==> config.mk <==
export PLATFORM = sky130hd
export DESIGN_NAME = spl_config_regs
export DESIGN_NICKNAME = d
export VERILOG_FILES = /design/src/spl_pkg.sv /design/src/spl_led_drive.sv /design/src/spl_config_regs.sv
export SDC_FILE = /design/constraint.sdc
export NUM_CORES = 1
export LEC_CHECK = 0
export BUFFER_PORTS_ARGS = -buffer_cell sky130_fd_sc_hd__buf_2
export CORE_MARGIN = 2
export CORE_UTILIZATION = 57
export DETAILED_ROUTE_END_ITERATION = 7
export PLACE_DENSITY = 0.89
export SKIP_CTS_REPAIR_TIMING = 1
export SKIP_LAST_GASP = 1
export SLEW_MARGIN = 10
export SYNTH_ARGS = -nofsm -noshare
export SYNTH_HDL_FRONTEND = slang
export SYNTH_SLANG_ARGS = --single-unit
export TNS_END_PERCENT = 5
==> constraint.sdc <==
create_clock -name core_clk_in -period 2.6 [get_ports core_clk_in]
set_clock_uncertainty 0.05 [all_clocks]
set_input_delay 0 -clock core_clk_in [delete_from_list [all_inputs] [get_ports core_clk_in]]
set_output_delay 0 -clock core_clk_in [all_outputs]
set_load 0.01 [all_outputs]
==> src/spl_pkg.sv <==
package spl_pkg;

    // register byte offsets on the management interface
    localparam logic [7:0] OFF_TAG_INSERT  = 8'hC2;
    localparam logic [7:0] OFF_PWR_LED     = 8'hC3;
    localparam logic [7:0] OFF_SLEEP       = 8'hC4;
    localparam logic [7:0] OFF_VID_HOST    = 8'hC6;

    // reset values
    localparam logic [7:0] RST_TAG_INSERT  = 8'h00;
    localparam logic [7:0] RST_PWR_LED     = 8'h00;
    localparam logic [7:0] RST_SLEEP       = 8'h50;
    localparam logic [7:0] RST_VID_HOST    = 8'h00;

    // writable masks; reserved bits stay zero
    localparam logic [7:0] MASK_TAG_INSERT = 8'h3F;
    localparam logic [7:0] MASK_VID_HOST   = 8'h7B;

    // field positions in the power and indicator register
    localparam int POS_CPU_CLK_OFF   = 7;
    localparam int POS_SW_CLK_OFF    = 6;
    localparam int POS_LED_MODE      = 4;
    localparam int POS_LED_DEBUG     = 3;
    localparam int POS_PLL_OFF       = 2;
    localparam int POS_PWR_MODE      = 0;
    // field positions in the invalid vid / host register
    localparam int POS_INVALID_FWD   = 4;
    localparam int POS_RMII_CLK_INT  = 3;
    localparam int POS_HOST_MODE     = 0;

    // sleep timer unit
    localparam int SLEEP_UNIT_MS     = 20;
    localparam int CLK_MHZ           = 100;
    localparam int SLEEP_UNIT_CYCLES = SLEEP_UNIT_MS * 1000 * CLK_MHZ;

    typedef enum logic [1:0] {
        SPL_PWR_NORMAL   = 2'h0,
        SPL_PWR_ENERGY   = 2'h1,
        SPL_PWR_SOFT_OFF = 2'h2,
        SPL_PWR_SAVING   = 2'h3
    } spl_pwr_mode_t;

    typedef enum logic [1:0] {
        SPL_LED_LACT_SPEED  = 2'h0,
        SPL_LED_LINK_ACT    = 2'h1,
        SPL_LED_LACT_DUPLEX = 2'h2,
        SPL_LED_LINK_DUPLEX = 2'h3
    } spl_led_mode_t;

    // per-port link status carried to the indicator logic
    typedef struct packed {
        logic link_up;
        logic speed_100;
        logic full_duplex;
        logic activity;
    } spl_port_stat_t;

    // decoded controls to the switch and clocking logic
    typedef struct packed {
        logic [5:0]    tag_insert;
        logic          cpu_clk_off;
        logic          sw_clk_off;
        logic          pll_off;
        spl_pwr_mode_t pwr_mode;
        logic [2:0]    invalid_fwd;
        logic          rmii_clk_int;
        logic [1:0]    host_mode;
    } spl_ctrl_t;

endpackage

==> src/spl_led_drive.sv <==
`timescale 1ns/10ps
module spl_led_drive (
    // clock and reset
    input  wire logic                    core_clk_in,
    input  wire logic                    rst_in,
    // controls
    input  wire logic [1:0]              led_mode_in,
    input  wire logic                    led_debug_in,
    input  wire logic                    energy_stretched_in,
    input  wire logic                    device_ready_in,
    input  wire spl_pkg::spl_port_stat_t stat_in,
    // pins, low is lit
    output logic                         status_pin_a_out,
    output logic                         status_pin_b_out
);
    logic next_a;
    logic next_b;
    logic link_act;

    always_comb begin
        // activity blinks by toggling the lit link level
        link_act = stat_in.link_up & ~stat_in.activity;
        next_a   = 1'b1;
        next_b   = 1'b1;
        if (led_debug_in) begin
            next_a = ~device_ready_in;     // see RULE_08
            next_b = ~energy_stretched_in; // see RULE_08
        end else begin
            case (spl_pkg::spl_led_mode_t'(led_mode_in)) // see RULE_06
                spl_pkg::SPL_LED_LACT_SPEED: begin
                    next_a = ~link_act;
                    next_b = ~(stat_in.link_up & stat_in.speed_100); // see RULE_07
                end
                spl_pkg::SPL_LED_LINK_ACT: begin
                    next_a = ~stat_in.link_up;
                    next_b = ~(stat_in.link_up & stat_in.activity);
                end
                spl_pkg::SPL_LED_LACT_DUPLEX: begin
                    next_a = ~link_act;
                    next_b = ~(stat_in.link_up & stat_in.full_duplex); // see RULE_07
                end
                spl_pkg::SPL_LED_LINK_DUPLEX: begin
                    next_a = ~stat_in.link_up;
                    next_b = ~(stat_in.link_up & stat_in.full_duplex);
                end
                default: begin
                    next_a = 1'b1;
                    next_b = 1'b1;
                end
            endcase
        end
    end

    always_ff @(posedge core_clk_in) begin
        if (rst_in) begin
            status_pin_a_out <= 1'b1;
            status_pin_b_out <= 1'b1;
        end else begin
            status_pin_a_out <= next_a;
            status_pin_b_out <= next_b;
        end
    end
endmodule

==> src/spl_config_regs.sv <==
`timescale 1ns/10ps
// Notes on behaviour
// (RULE_01) bits 3..0 insert port 2/3 default tag
// (RULE_02) bits 5,4 insert port 1 default tag
// (RULE_03) bit 7 enables cpu clock tree off
// (RULE_04) bit 6 enables switch clock tree off
// (RULE_05) software uses clock-off only when idle
// (RULE_06) led mode selects pin meanings
// (RULE_07) pins low for link, 100, full duplex
// (RULE_08) debug mode shows energy and ready inverted
// (RULE_09) bit 2 enables pll power down
// (RULE_10) software uses pll-off in bypass sleep
// (RULE_11) power mode field, resets to normal
// (RULE_12) sleep period in 20 ms units, 0x50
// (RULE_13) uninterrupted no-energy period before low power
// (RULE_14) invalid vid forward ports, reset zero
// (RULE_15) host mode reset from port 2 straps
// (RULE_16) reserved bits read zero, writes ignored
// (RULE_17) writes act next clock, reset defaults
module spl_config_regs #(
    parameter int UNIT_CYCLES = spl_pkg::SLEEP_UNIT_CYCLES
) (
    // clock and reset
    input  wire logic                    core_clk_in,
    input  wire logic                    rst_in,
    // register port
    input  wire logic                    reg_wr_in,
    input  wire logic                    reg_rd_in,
    input  wire logic [7:0]              reg_addr_in,
    input  wire logic [7:0]              reg_wdata_in,
    output logic [7:0]                   reg_rdata_out,
    output logic                         reg_hit_out,
    // straps and analog status, from pins
    input  wire logic                    port2_status_pin_a_in,
    input  wire logic                    port2_status_pin_b_in,
    input  wire logic                    energy_in,
    input  wire logic                    energy_stretched_in,
    input  wire logic                    device_ready_in,
    input  wire spl_pkg::spl_port_stat_t port_stat_in,
    // controls
    output spl_pkg::spl_ctrl_t           ctrl_out,
    output logic                         low_power_out,
    // status pins
    output logic                         status_pin_a_out,
    output logic                         status_pin_b_out
);
    ////////////////////////////////////////////////////////////////////////////
    // input synchronisers
    logic [7:0] sync1;
    logic [7:0] sync2;
    spl_pkg::spl_port_stat_t stat_sync;

    always_ff @(posedge core_clk_in) begin
        sync1 <= {port2_status_pin_b_in, port2_status_pin_a_in, energy_in, energy_stretched_in,
                  device_ready_in, 3'h0};
        sync2 <= sync1;
    end

    logic [3:0] stat1;
    logic [3:0] stat2;
    always_ff @(posedge core_clk_in) begin
        stat1 <= port_stat_in;
        stat2 <= stat1;
    end
    assign stat_sync = spl_pkg::spl_port_stat_t'(stat2);

    logic strap_b;
    logic strap_a;
    logic energy_s;
    logic energy_str_s;
    logic ready_s;
    assign strap_b      = sync2[7];
    assign strap_a      = sync2[6];
    assign energy_s     = sync2[5];
    assign energy_str_s = sync2[4];
    assign ready_s      = sync2[3];

    ////////////////////////////////////////////////////////////////////////////
    // registers
    logic [7:0] tag_insert;
    logic [7:0] pwr_led;
    logic [7:0] sleep_period;
    logic [7:0] vid_host;
    logic       strap_pending;
    logic [7:0] next_tag_insert;
    logic [7:0] next_pwr_led;
    logic [7:0] next_sleep_period;
    logic [7:0] next_vid_host;
    logic       next_strap_pending;

    function automatic logic is_write(input logic wr, input logic [7:0] a, input logic [7:0] off);
        is_write = wr & (a == off);
    endfunction

    always_comb begin
        next_tag_insert    = tag_insert;
        next_pwr_led       = pwr_led;
        next_sleep_period  = sleep_period;
        next_vid_host      = vid_host;
        next_strap_pending = 1'b0;
        if (is_write(reg_wr_in, reg_addr_in, spl_pkg::OFF_TAG_INSERT)) begin
            next_tag_insert = reg_wdata_in & spl_pkg::MASK_TAG_INSERT; // see RULE_01 see RULE_02 see RULE_16
        end
        if (is_write(reg_wr_in, reg_addr_in, spl_pkg::OFF_PWR_LED)) begin
            next_pwr_led = reg_wdata_in; // see RULE_17
        end
        if (is_write(reg_wr_in, reg_addr_in, spl_pkg::OFF_SLEEP)) begin
            next_sleep_period = reg_wdata_in; // see RULE_12
        end
        if (strap_pending) begin
            // straps are taken once the synchronisers have settled after reset
            next_vid_host[1:0] = {strap_b, strap_a}; // see RULE_15
        end
        if (is_write(reg_wr_in, reg_addr_in, spl_pkg::OFF_VID_HOST)) begin
            next_vid_host = reg_wdata_in & spl_pkg::MASK_VID_HOST; // see RULE_14 see RULE_16
        end
    end

    // strap capture waits out the two synchroniser stages
    logic [1:0] strap_cnt;
    logic [1:0] next_strap_cnt;
    always_comb begin
        next_strap_cnt = strap_cnt;
        if (strap_cnt != 2'h3) begin
            next_strap_cnt = strap_cnt + 2'h1;
        end
    end

    always_ff @(posedge core_clk_in) begin
        if (rst_in) begin
            tag_insert    <= spl_pkg::RST_TAG_INSERT;
            pwr_led       <= spl_pkg::RST_PWR_LED; // see RULE_11
            sleep_period  <= spl_pkg::RST_SLEEP;
            vid_host      <= spl_pkg::RST_VID_HOST;
            strap_pending <= 1'b0;
            strap_cnt     <= 2'h0;
        end else begin
            tag_insert    <= next_tag_insert;
            pwr_led       <= next_pwr_led;
            sleep_period  <= next_sleep_period;
            vid_host      <= next_vid_host;
            strap_pending <= (strap_cnt == 2'h2);
            strap_cnt     <= next_strap_cnt;
        end
    end

    ////////////////////////////////////////////////////////////////////////////
    // read path
    logic [7:0] next_rdata;
    logic       next_hit;
    always_comb begin
        next_hit   = 1'b1;
        next_rdata = 8'h00;
        case (reg_addr_in)
            spl_pkg::OFF_TAG_INSERT: next_rdata = tag_insert;
            spl_pkg::OFF_PWR_LED:    next_rdata = pwr_led;
            spl_pkg::OFF_SLEEP:      next_rdata = sleep_period;
            spl_pkg::OFF_VID_HOST:   next_rdata = vid_host; // see RULE_16
            default:                 next_hit   = 1'b0;
        endcase
        if (!reg_rd_in) begin
            next_hit   = 1'b0;
            next_rdata = 8'h00;
        end
    end

    always_ff @(posedge core_clk_in) begin
        if (rst_in) begin
            reg_rdata_out <= 8'h00;
            reg_hit_out   <= 1'b0;
        end else begin
            reg_rdata_out <= next_rdata;
            reg_hit_out   <= next_hit;
        end
    end

    ////////////////////////////////////////////////////////////////////////////
    // control outputs
    spl_pkg::spl_ctrl_t next_ctrl;
    always_comb begin
        next_ctrl.tag_insert   = tag_insert[5:0];                         // see RULE_01 see RULE_02
        next_ctrl.cpu_clk_off  = pwr_led[spl_pkg::POS_CPU_CLK_OFF];       // see RULE_03
        next_ctrl.sw_clk_off   = pwr_led[spl_pkg::POS_SW_CLK_OFF];        // see RULE_04
        next_ctrl.pll_off      = pwr_led[spl_pkg::POS_PLL_OFF];           // see RULE_09
        next_ctrl.pwr_mode     = spl_pkg::spl_pwr_mode_t'(pwr_led[spl_pkg::POS_PWR_MODE +: 2]); // see RULE_11
        next_ctrl.invalid_fwd  = vid_host[spl_pkg::POS_INVALID_FWD +: 3]; // see RULE_14
        next_ctrl.rmii_clk_int = vid_host[spl_pkg::POS_RMII_CLK_INT];
        next_ctrl.host_mode    = vid_host[spl_pkg::POS_HOST_MODE +: 2];   // see RULE_15
    end

    always_ff @(posedge core_clk_in) begin
        if (rst_in) begin
            ctrl_out <= '0;
        end else begin
            ctrl_out <= next_ctrl;
        end
    end

    ////////////////////////////////////////////////////////////////////////////
    // energy-detect sleep timer
    // long unit counter kept as a parameter so simulation can shorten it
    logic [31:0] unit_cnt;
    logic [7:0]  period_cnt;
    logic        low_power;
    logic [31:0] next_unit_cnt;
    logic [7:0]  next_period_cnt;
    logic        next_low_power;
    logic        energy_sense_low_power;

    always_comb begin
        energy_sense_low_power         = (pwr_led[spl_pkg::POS_PWR_MODE +: 2] == 2'(spl_pkg::SPL_PWR_ENERGY));
        next_unit_cnt   = unit_cnt;
        next_period_cnt = period_cnt;
        next_low_power  = low_power;
        if (!energy_sense_low_power || energy_s) begin
            // any energy restarts the whole period
            next_unit_cnt   = 32'h0; // see RULE_13
            next_period_cnt = 8'h00;
            next_low_power  = 1'b0;
        end else if (!low_power) begin
            if (period_cnt >= sleep_period) begin
                next_low_power = 1'b1; // see RULE_12 see RULE_13
            end else if (unit_cnt == 32'(UNIT_CYCLES - 1)) begin
                next_unit_cnt   = 32'h0;
                next_period_cnt = period_cnt + 8'h01;
            end else begin
                next_unit_cnt = unit_cnt + 32'h1;
            end
        end
    end

    always_ff @(posedge core_clk_in) begin
        if (rst_in) begin
            unit_cnt      <= 32'h0;
            period_cnt    <= 8'h00;
            low_power     <= 1'b0;
            low_power_out <= 1'b0;
        end else begin
            unit_cnt      <= next_unit_cnt;
            period_cnt    <= next_period_cnt;
            low_power     <= next_low_power;
            low_power_out <= next_low_power;
        end
    end

    ////////////////////////////////////////////////////////////////////////////
    // status pins
    spl_led_drive u_led (
        .core_clk_in         (core_clk_in),
        .rst_in              (rst_in),
        .led_mode_in         (pwr_led[spl_pkg::POS_LED_MODE +: 2]), // see RULE_06
        .led_debug_in        (pwr_led[spl_pkg::POS_LED_DEBUG]),     // see RULE_08
        .energy_stretched_in (energy_str_s),
        .device_ready_in     (ready_s),
        .stat_in             (stat_sync),
        .status_pin_a_out    (status_pin_a_out),
        .status_pin_b_out    (status_pin_b_out)
    );
endmodule

==> results of run 1 <==
through the flow:
step / hold WS (ps) / std cells / worst slack, ps
2_1_floorplan: -22.28 / 506 / 247.9
3_3_place_gp: 52.54 / 657 / -63.40
3_5_place_dp: 54.00 / 657 / -131.1
4_1_cts: -477.3 / 689 / -153.9
5_1_grt: 63.30 / 711 / -193.7
6_report: 41.53 / 711 / -76.53
synth_stat cells (2+ instances only):
| cell type | count | share of area [%] |
|---|---|---|
| mux2i_1 | 4 | 0.87 |
| nand2_1 | 49 | 4.0 |
| a311o_1 | 2 | 0.43 |
| nor2_1 | 50 | 4.1 |
| nor4_2 | 2 | 0.54 |
| clkbuf_1 | 19 | 1.5 |
| a211oi_1 | 3 | 0.49 |
| dfxtp_1 | 118 | 51 |
| xnor2_1 | 24 | 4.6 |
| o21ai_0 | 7 | 0.76 |
| xor2_1 | 11 | 2.1 |
| nor4_1 | 15 | 2.0 |
| a21oi_1 | 39 | 4.2 |
| a222oi_1 | 7 | 1.5 |
| nor4b_1 | 3 | 0.57 |
| or4_1 | 3 | 0.49 |
| nand4_1 | 15 | 2.0 |
| and3_1 | 3 | 0.41 |
| a31o_2 | 3 | 0.57 |
| ha_1 | 12 | 3.3 |
| nor3_1 | 11 | 1.2 |
| and2_1 | 3 | 0.41 |
| o31a_1 | 2 | 0.38 |
| inv_1 | 26 | 2.1 |
| nor2b_1 | 18 | 2.4 |
| nand3_1 | 36 | 3.9 |
| nand2b_1 | 3 | 0.41 |
power breakdown:
group	leakage, nW	total, W	internal, W	switching [W]
clock	0.276	0.00229	0.00148	0.000811
combinational	0.942	0.000120	0.0000578	0.0000625
sequential	0.958	0.00185	0.00184	0.0000156
total	2.18	0.00426	0.00337	0.000890
area by class of cell:
class                           instances  area (um2)
Clock inverter                         13       156.4
Clock buffer                           19       431.7
Inverter                               26       97.59
Tap cell                              102       127.6
Fill cell                             496        1882
Sequential cell                       118        2362
Multi-Input combinational cell        340        2087
Timing Repair Buffer                   93       623.1
worst paths after layout:
path                        to            start
setup / recovery  unit_cnt[24]  sleep_period[6]
hold / removal    ctrl_out[16]           rst_in
setup reg to reg  unit_cnt[24]  sleep_period[6]
hold reg to reg       sync2[4]         sync1[4]
worst reg2reg max path: cells and delay by family (launching register included):
| family | cells | cell delay, ps |
|---|---|---|
| compound gates | 3 | 1240 |
| simple gates | 2 | 380 |
| flops | 1 | 330 |
| fa+ha+maj | 1 | 310 |
| xor+xnor | 1 | 190 |
| buf+inv | 1 | 70 |
routing by layer:
metal  GRT usage (%)  vias to the layer above
met4           9.541                        0
met2           42.38                      189
met3           7.945                       23
li1                -                     1937
met1           30.50                     1887
met5               0                        -
registers in the layout (all words and copies together) (netlist names), 2 cells and up:
| signal | flops |
|---|---|
| tag_insert | 6 |
| stat1 | 4 |
| unit_cnt | 32 |
| sync1 | 5 |
| pwr_led | 8 |
| period_cnt | 8 |
| sleep_period | 8 |
| strap_cnt | 2 |
| stat2 | 4 |
| sync2 | 5 |
| vid_host | 6 |
| reg_rdata_out | 8 |
| ctrl_out | 17 |
logic make-up (layout without fill, tap and decap cells):
kind of cell	after synthesis	after routing	synth area share (%)
and+or+nand+nor	221	221	24.67
DFF	118	118	51.18
AOI/OAI and AO/OA	68	68	9.217
buffers and inverters	48	151	4.174
xor gates and xnor gates	35	35	6.641
adders and majority gates	12	12	3.253
muxes	4	4	0.8675
==> impl_metrics.csv, run 1 <==
group,metric,value,unit
outcome,status,"finished with violations",
outcome,violations,"setup timing",
timing,final.min_clock_period,2677,ps
floorplan,row_count,32,
floorplan,die_h,93.99,um
floorplan,initial_core_util,59.42,%
layout,drive_gt1_share,19.05,%
timing,timing.fmax,373.6,MHz
synth,synth_ff_type,"dfxtp_1",
timing,fin_ws,-76.53,ps
timing,slew_headroom,41.26,%
floorplan,die_area,8833,um2
worst_setup_path,cp_slowest_cell,"a2111oi_0",
floorplan,die_x,93.99,um
power,p_per_area,724.0,nW/um2
clock_tree,root_buffer,"clkbuf_8",
clock_tree,cts_buffers,17,
clock_tree,htreeDepth,4,
layout,final_common_cell,"dfxtp_1",
timing,hold_violations,0,
drt,dr_wl_met3,764,um
synth,syn_inst,506,
drt,wl,11.51,mm
synth,yosysWarnings,0,
grt,overflow,0,
worst_setup_path,crit_path_max_fanout,5,
clock_tree,clk_latency,510,ps
placement,hpwl,6.808,mm
drt,drtIter0Drc,381,
min_path,hp-class,"primary input to flop",
worst_setup_path,crit_cells,8,
grt,grt_use_total,25.34,%
drt,routed-wl-met2,5.836,mm
worst_setup_path,worstPathArrival,3030,ps
layout,final_util,75.77,%
clock_tree,clk_pin_slew_worst_paths,60,ps
timing,period_share,102.9,%
layout,design_area,5886,um2
timing,finalSetupViolCount,4,
worst_setup_path,worst-setup-path-type,"flop to flop",
layout,most-common-layout-cells,"dfxtp_1, buf_2, nor2_1",
drt,first_pass_iters,7,
power,peakVddDrop,736.2,uV
grt,antenna_found_initial,0,
grt,grt_pass1_wl,17.42,mm
placement,portBuffers,57,
worst_setup_path,critPathTopFamily,"compound AO/OA/AOI/OAI gates",
drt,final_antenna_net_count,0,
grt,grt_start_max_net_pins,52,
drt,top_layer,"met4",
synth,synthArstFlopShare,0,%
synth,syn_avg_cell_area,9.122,um2
placement,gp_congestion,0.8590,
drt,drc_errors,0,
timing,slew_viol_final,0,
worst_setup_path,crit_buf_inv,1,
timing,tightest_slew,881.0,ps
drt,wl_per_cell,16.18,um
worst_setup_path,path_cells,"inv_1, ha_1, a21o_1, a2111oi_0, o31a_1, nor4b_1, xnor2_1, nor2_1",
clock_tree,clockBufferDepth,2,
layout,area_growth,27.51,%
worst_setup_path,r2r_slack,-80,ps
worst_setup_path,cp_data_required_time,2950,ps
layout,antennaDiodeCount,0,
grt,grt_pass1_vias,3737,
power,leakagePower,2.176,nW
synth,synth.yosys.seq_area_share,51.18,%
clock_tree,clock-sinks,118,
synth,yosysUniqueCellTypes,45,
synth,synth_edf_count,0,
power,totalPowerFinal,0.004261,W
synth,ys_ff_latch,118,
worst_setup_path,endpoint_kind,"flop",
drt,routedLengthMet1,4.694,mm
worst_setup_path,max_stage_delay,660,ps
worst_setup_path,cp-start-kind,"flop",
drt,viasPerCell,5.677,
synth,syn_area,4616,um2
floorplan,core_area,7767,um2
worst_setup_path,rr_worst_depth,8,
drt,vias,4036,
run,maxCapViolCount,0,
synth,syn_nets,547,
clock_tree,tritoncts,"yes",
floorplan,io_pins,58,
placement,place_area,5056,um2
timing,tns,-197.3,ps
min_path,worstHoldPathCells,2,
layout,finalNetCount,637,
No activity file was read; power rests on OpenSTA's default activity.
==> run 2: changes to the inputs <==
- SETUP_SLACK_MARGIN: default -> 0.15
==> run 2 against run 1 <==
Net effect:
- the run now ends clean
- via count up 5.9%
- first-iteration DRC count up 19%
- non-clock buffer count up 9
- sequential share of layout area down 0.73 points
- critical endpoint is now unit_cnt[5]
- largest power group unchanged
==> impl_metrics.csv, run 2 (synthesis results as in run 1) <==
group,metric,value,unit
grt,antenna_found_initial,0,
floorplan,die_x,93.99,um
worst_setup_path,worstPathArrival,2920,ps
drt,vias,4275,
worst_setup_path,crit_path_max_fanout,18,
outcome,status,"finished clean",
placement,hpwl,6.808,mm
drt,wl,12.57,mm
layout,final_cells,720,
drt,first_pass_iters,7,
grt,grt_pass1_wl,17.42,mm
min_path,hp-class,"primary input to flop",
timing,finalSetupViolCount,0,
grt,grt_start_max_net_pins,52,
grt,grt_pass1_vias,3737,
floorplan,initial_core_util,59.42,%
worst_setup_path,endpoint_kind,"flop",
layout,area_growth,30.22,%
layout,final_common_cell,"dfxtp_1",
grt,overflow,0,
layout,drive_gt1_share,21.04,%
grt,grt_use_total,25.34,%
power,leakagePower,2.235,nW
drt,final_antenna_net_count,0,
clock_tree,clock-sinks,118,
run,maxCapViolCount,0,
layout,nFillCells,455,
layout,largest_register,"unit_cnt",
worst_setup_path,r2r_slack,50,ps
drt,drc_errors,0,
clock_tree,clockBufferDepth,2,
floorplan,die_h,93.99,um
layout,largest_reg_flops,32,
placement,post-place-ws,-131.1,ps
timing,period_share,97.90,%
timing,fin_ws,54.65,ps
placement,gp_congestion,0.8590,
clock_tree,clk_pin_slew_worst_paths,60,ps
power,totalPowerFinal,0.004274,W
placement,place_inst,657,
clock_tree,tritoncts,"yes",
clock_tree,cts_buffers,17,
worst_setup_path,cp_data_required_time,2980,ps
layout,antennaDiodeCount,0,
placement,portBuffers,57,
timing,timing.fmax,392.9,MHz
layout,finalNetCount,646,
worst_setup_path,cp-start-kind,"flop",
power,p_per_area,711.1,nW/um2
floorplan,io_pins,58,
worst_setup_path,cp_slowest_cell,"dfxtp_1",
timing,final.min_clock_period,2545,ps
floorplan,core_area,7767,um2
worst_setup_path,path_cells,"inv_1, ha_1, or3_1, a21oi_2, o31ai_4, nor2_1, nand4b_1, a21oi_1",
drt,viasPerCell,5.938,
worst_setup_path,max_stage_delay,380,ps
floorplan,die_area,8833,um2
drt,drtIter0Drc,452,
timing,hold_ws,46.10,ps
layout,most-common-layout-cells,"dfxtp_1, buf_2, nor2_1",
placement,place_area,5056,um2
layout,reg_top3,"unit_cnt x32, ctrl_out x17",
floorplan,row_count,32,
timing,slew_viol_final,0,
power,peakVddDrop,731.9,uV
layout,design_area,6011,um2
worst_setup_path,worst-setup-path-type,"flop to flop",
clock_tree,clk_latency,520,ps
drt,wl_per_cell,17.45,um
timing,slew_headroom,40.39,%
clock_tree,root_buffer,"clkbuf_8",
timing,tightest_slew,894.2,ps
timing,hold_violations,0,
timing,rsz0062_at_grt,"yes",
clock_tree,htreeDepth,4,
-- run 2: per-layer routing --
metal  global-route usage, %  part of all wire [%]
met2                   42.38                    49
met3                   7.945                   7.4
met4                   9.541                   3.5
met5                       0                     0
met1                   30.50                    40
-- run 2: cell type report --
type / count / area [um2] / area share, %
inverters: 26 / 97.59 / 1.624
repair buffers: 102 / 708.2 / 11.78
multi-input cells: 340 / 2121 / 35.28
clock buffers: 19 / 431.7 / 7.182
flip-flops and latches: 118 / 2369 / 39.40
clock inverters: 13 / 156.4 / 2.602
well taps: 102 / 127.6 / 2.123
-- run 2: worst max-delay path: cells and delay by family, from the launching register on --
family,cells,cell delay (ps)
AOI/OAI and AO/OA,3,750
adders and majority gates,1,280
and+or+nand+nor,3,930
buffers and inverters,1,60
DFF,1,380
-- run 2: power by group --
| part | total, W | switching [W] | internal [W] | leakage (nW) |
|---|---|---|---|---|
| clock network | 0.00230 | 0.000825 | 0.00148 | 0.276 |
| logic | 0.000120 | 0.0000625 | 0.0000579 | 0.999 |
| registers | 0.00185 | 0.0000160 | 0.00184 | 0.960 |
| total | 0.00427 | 0.000903 | 0.00337 | 2.23 |
-- run 2: final timing paths --
check                  startpoint            to  cells past startpoint
setup / recovery  sleep_period[2]   unit_cnt[5]                      8
hold / removal             rst_in  ctrl_out[16]                      2
setup reg to reg  sleep_period[2]   unit_cnt[5]                      8
hold reg to reg          sync1[4]      sync2[4]                      0
-- run 2: through the flow --
stage / TNS, ps / utilization [%]
after global routing: -58.79 / 77.38
after detailed placement: -220.6 / 65.09
after floorplan: 0 / -
final: 0 / 77.38
after CTS: -364.3 / 72.66
after global placement: -63.40 / 65.09
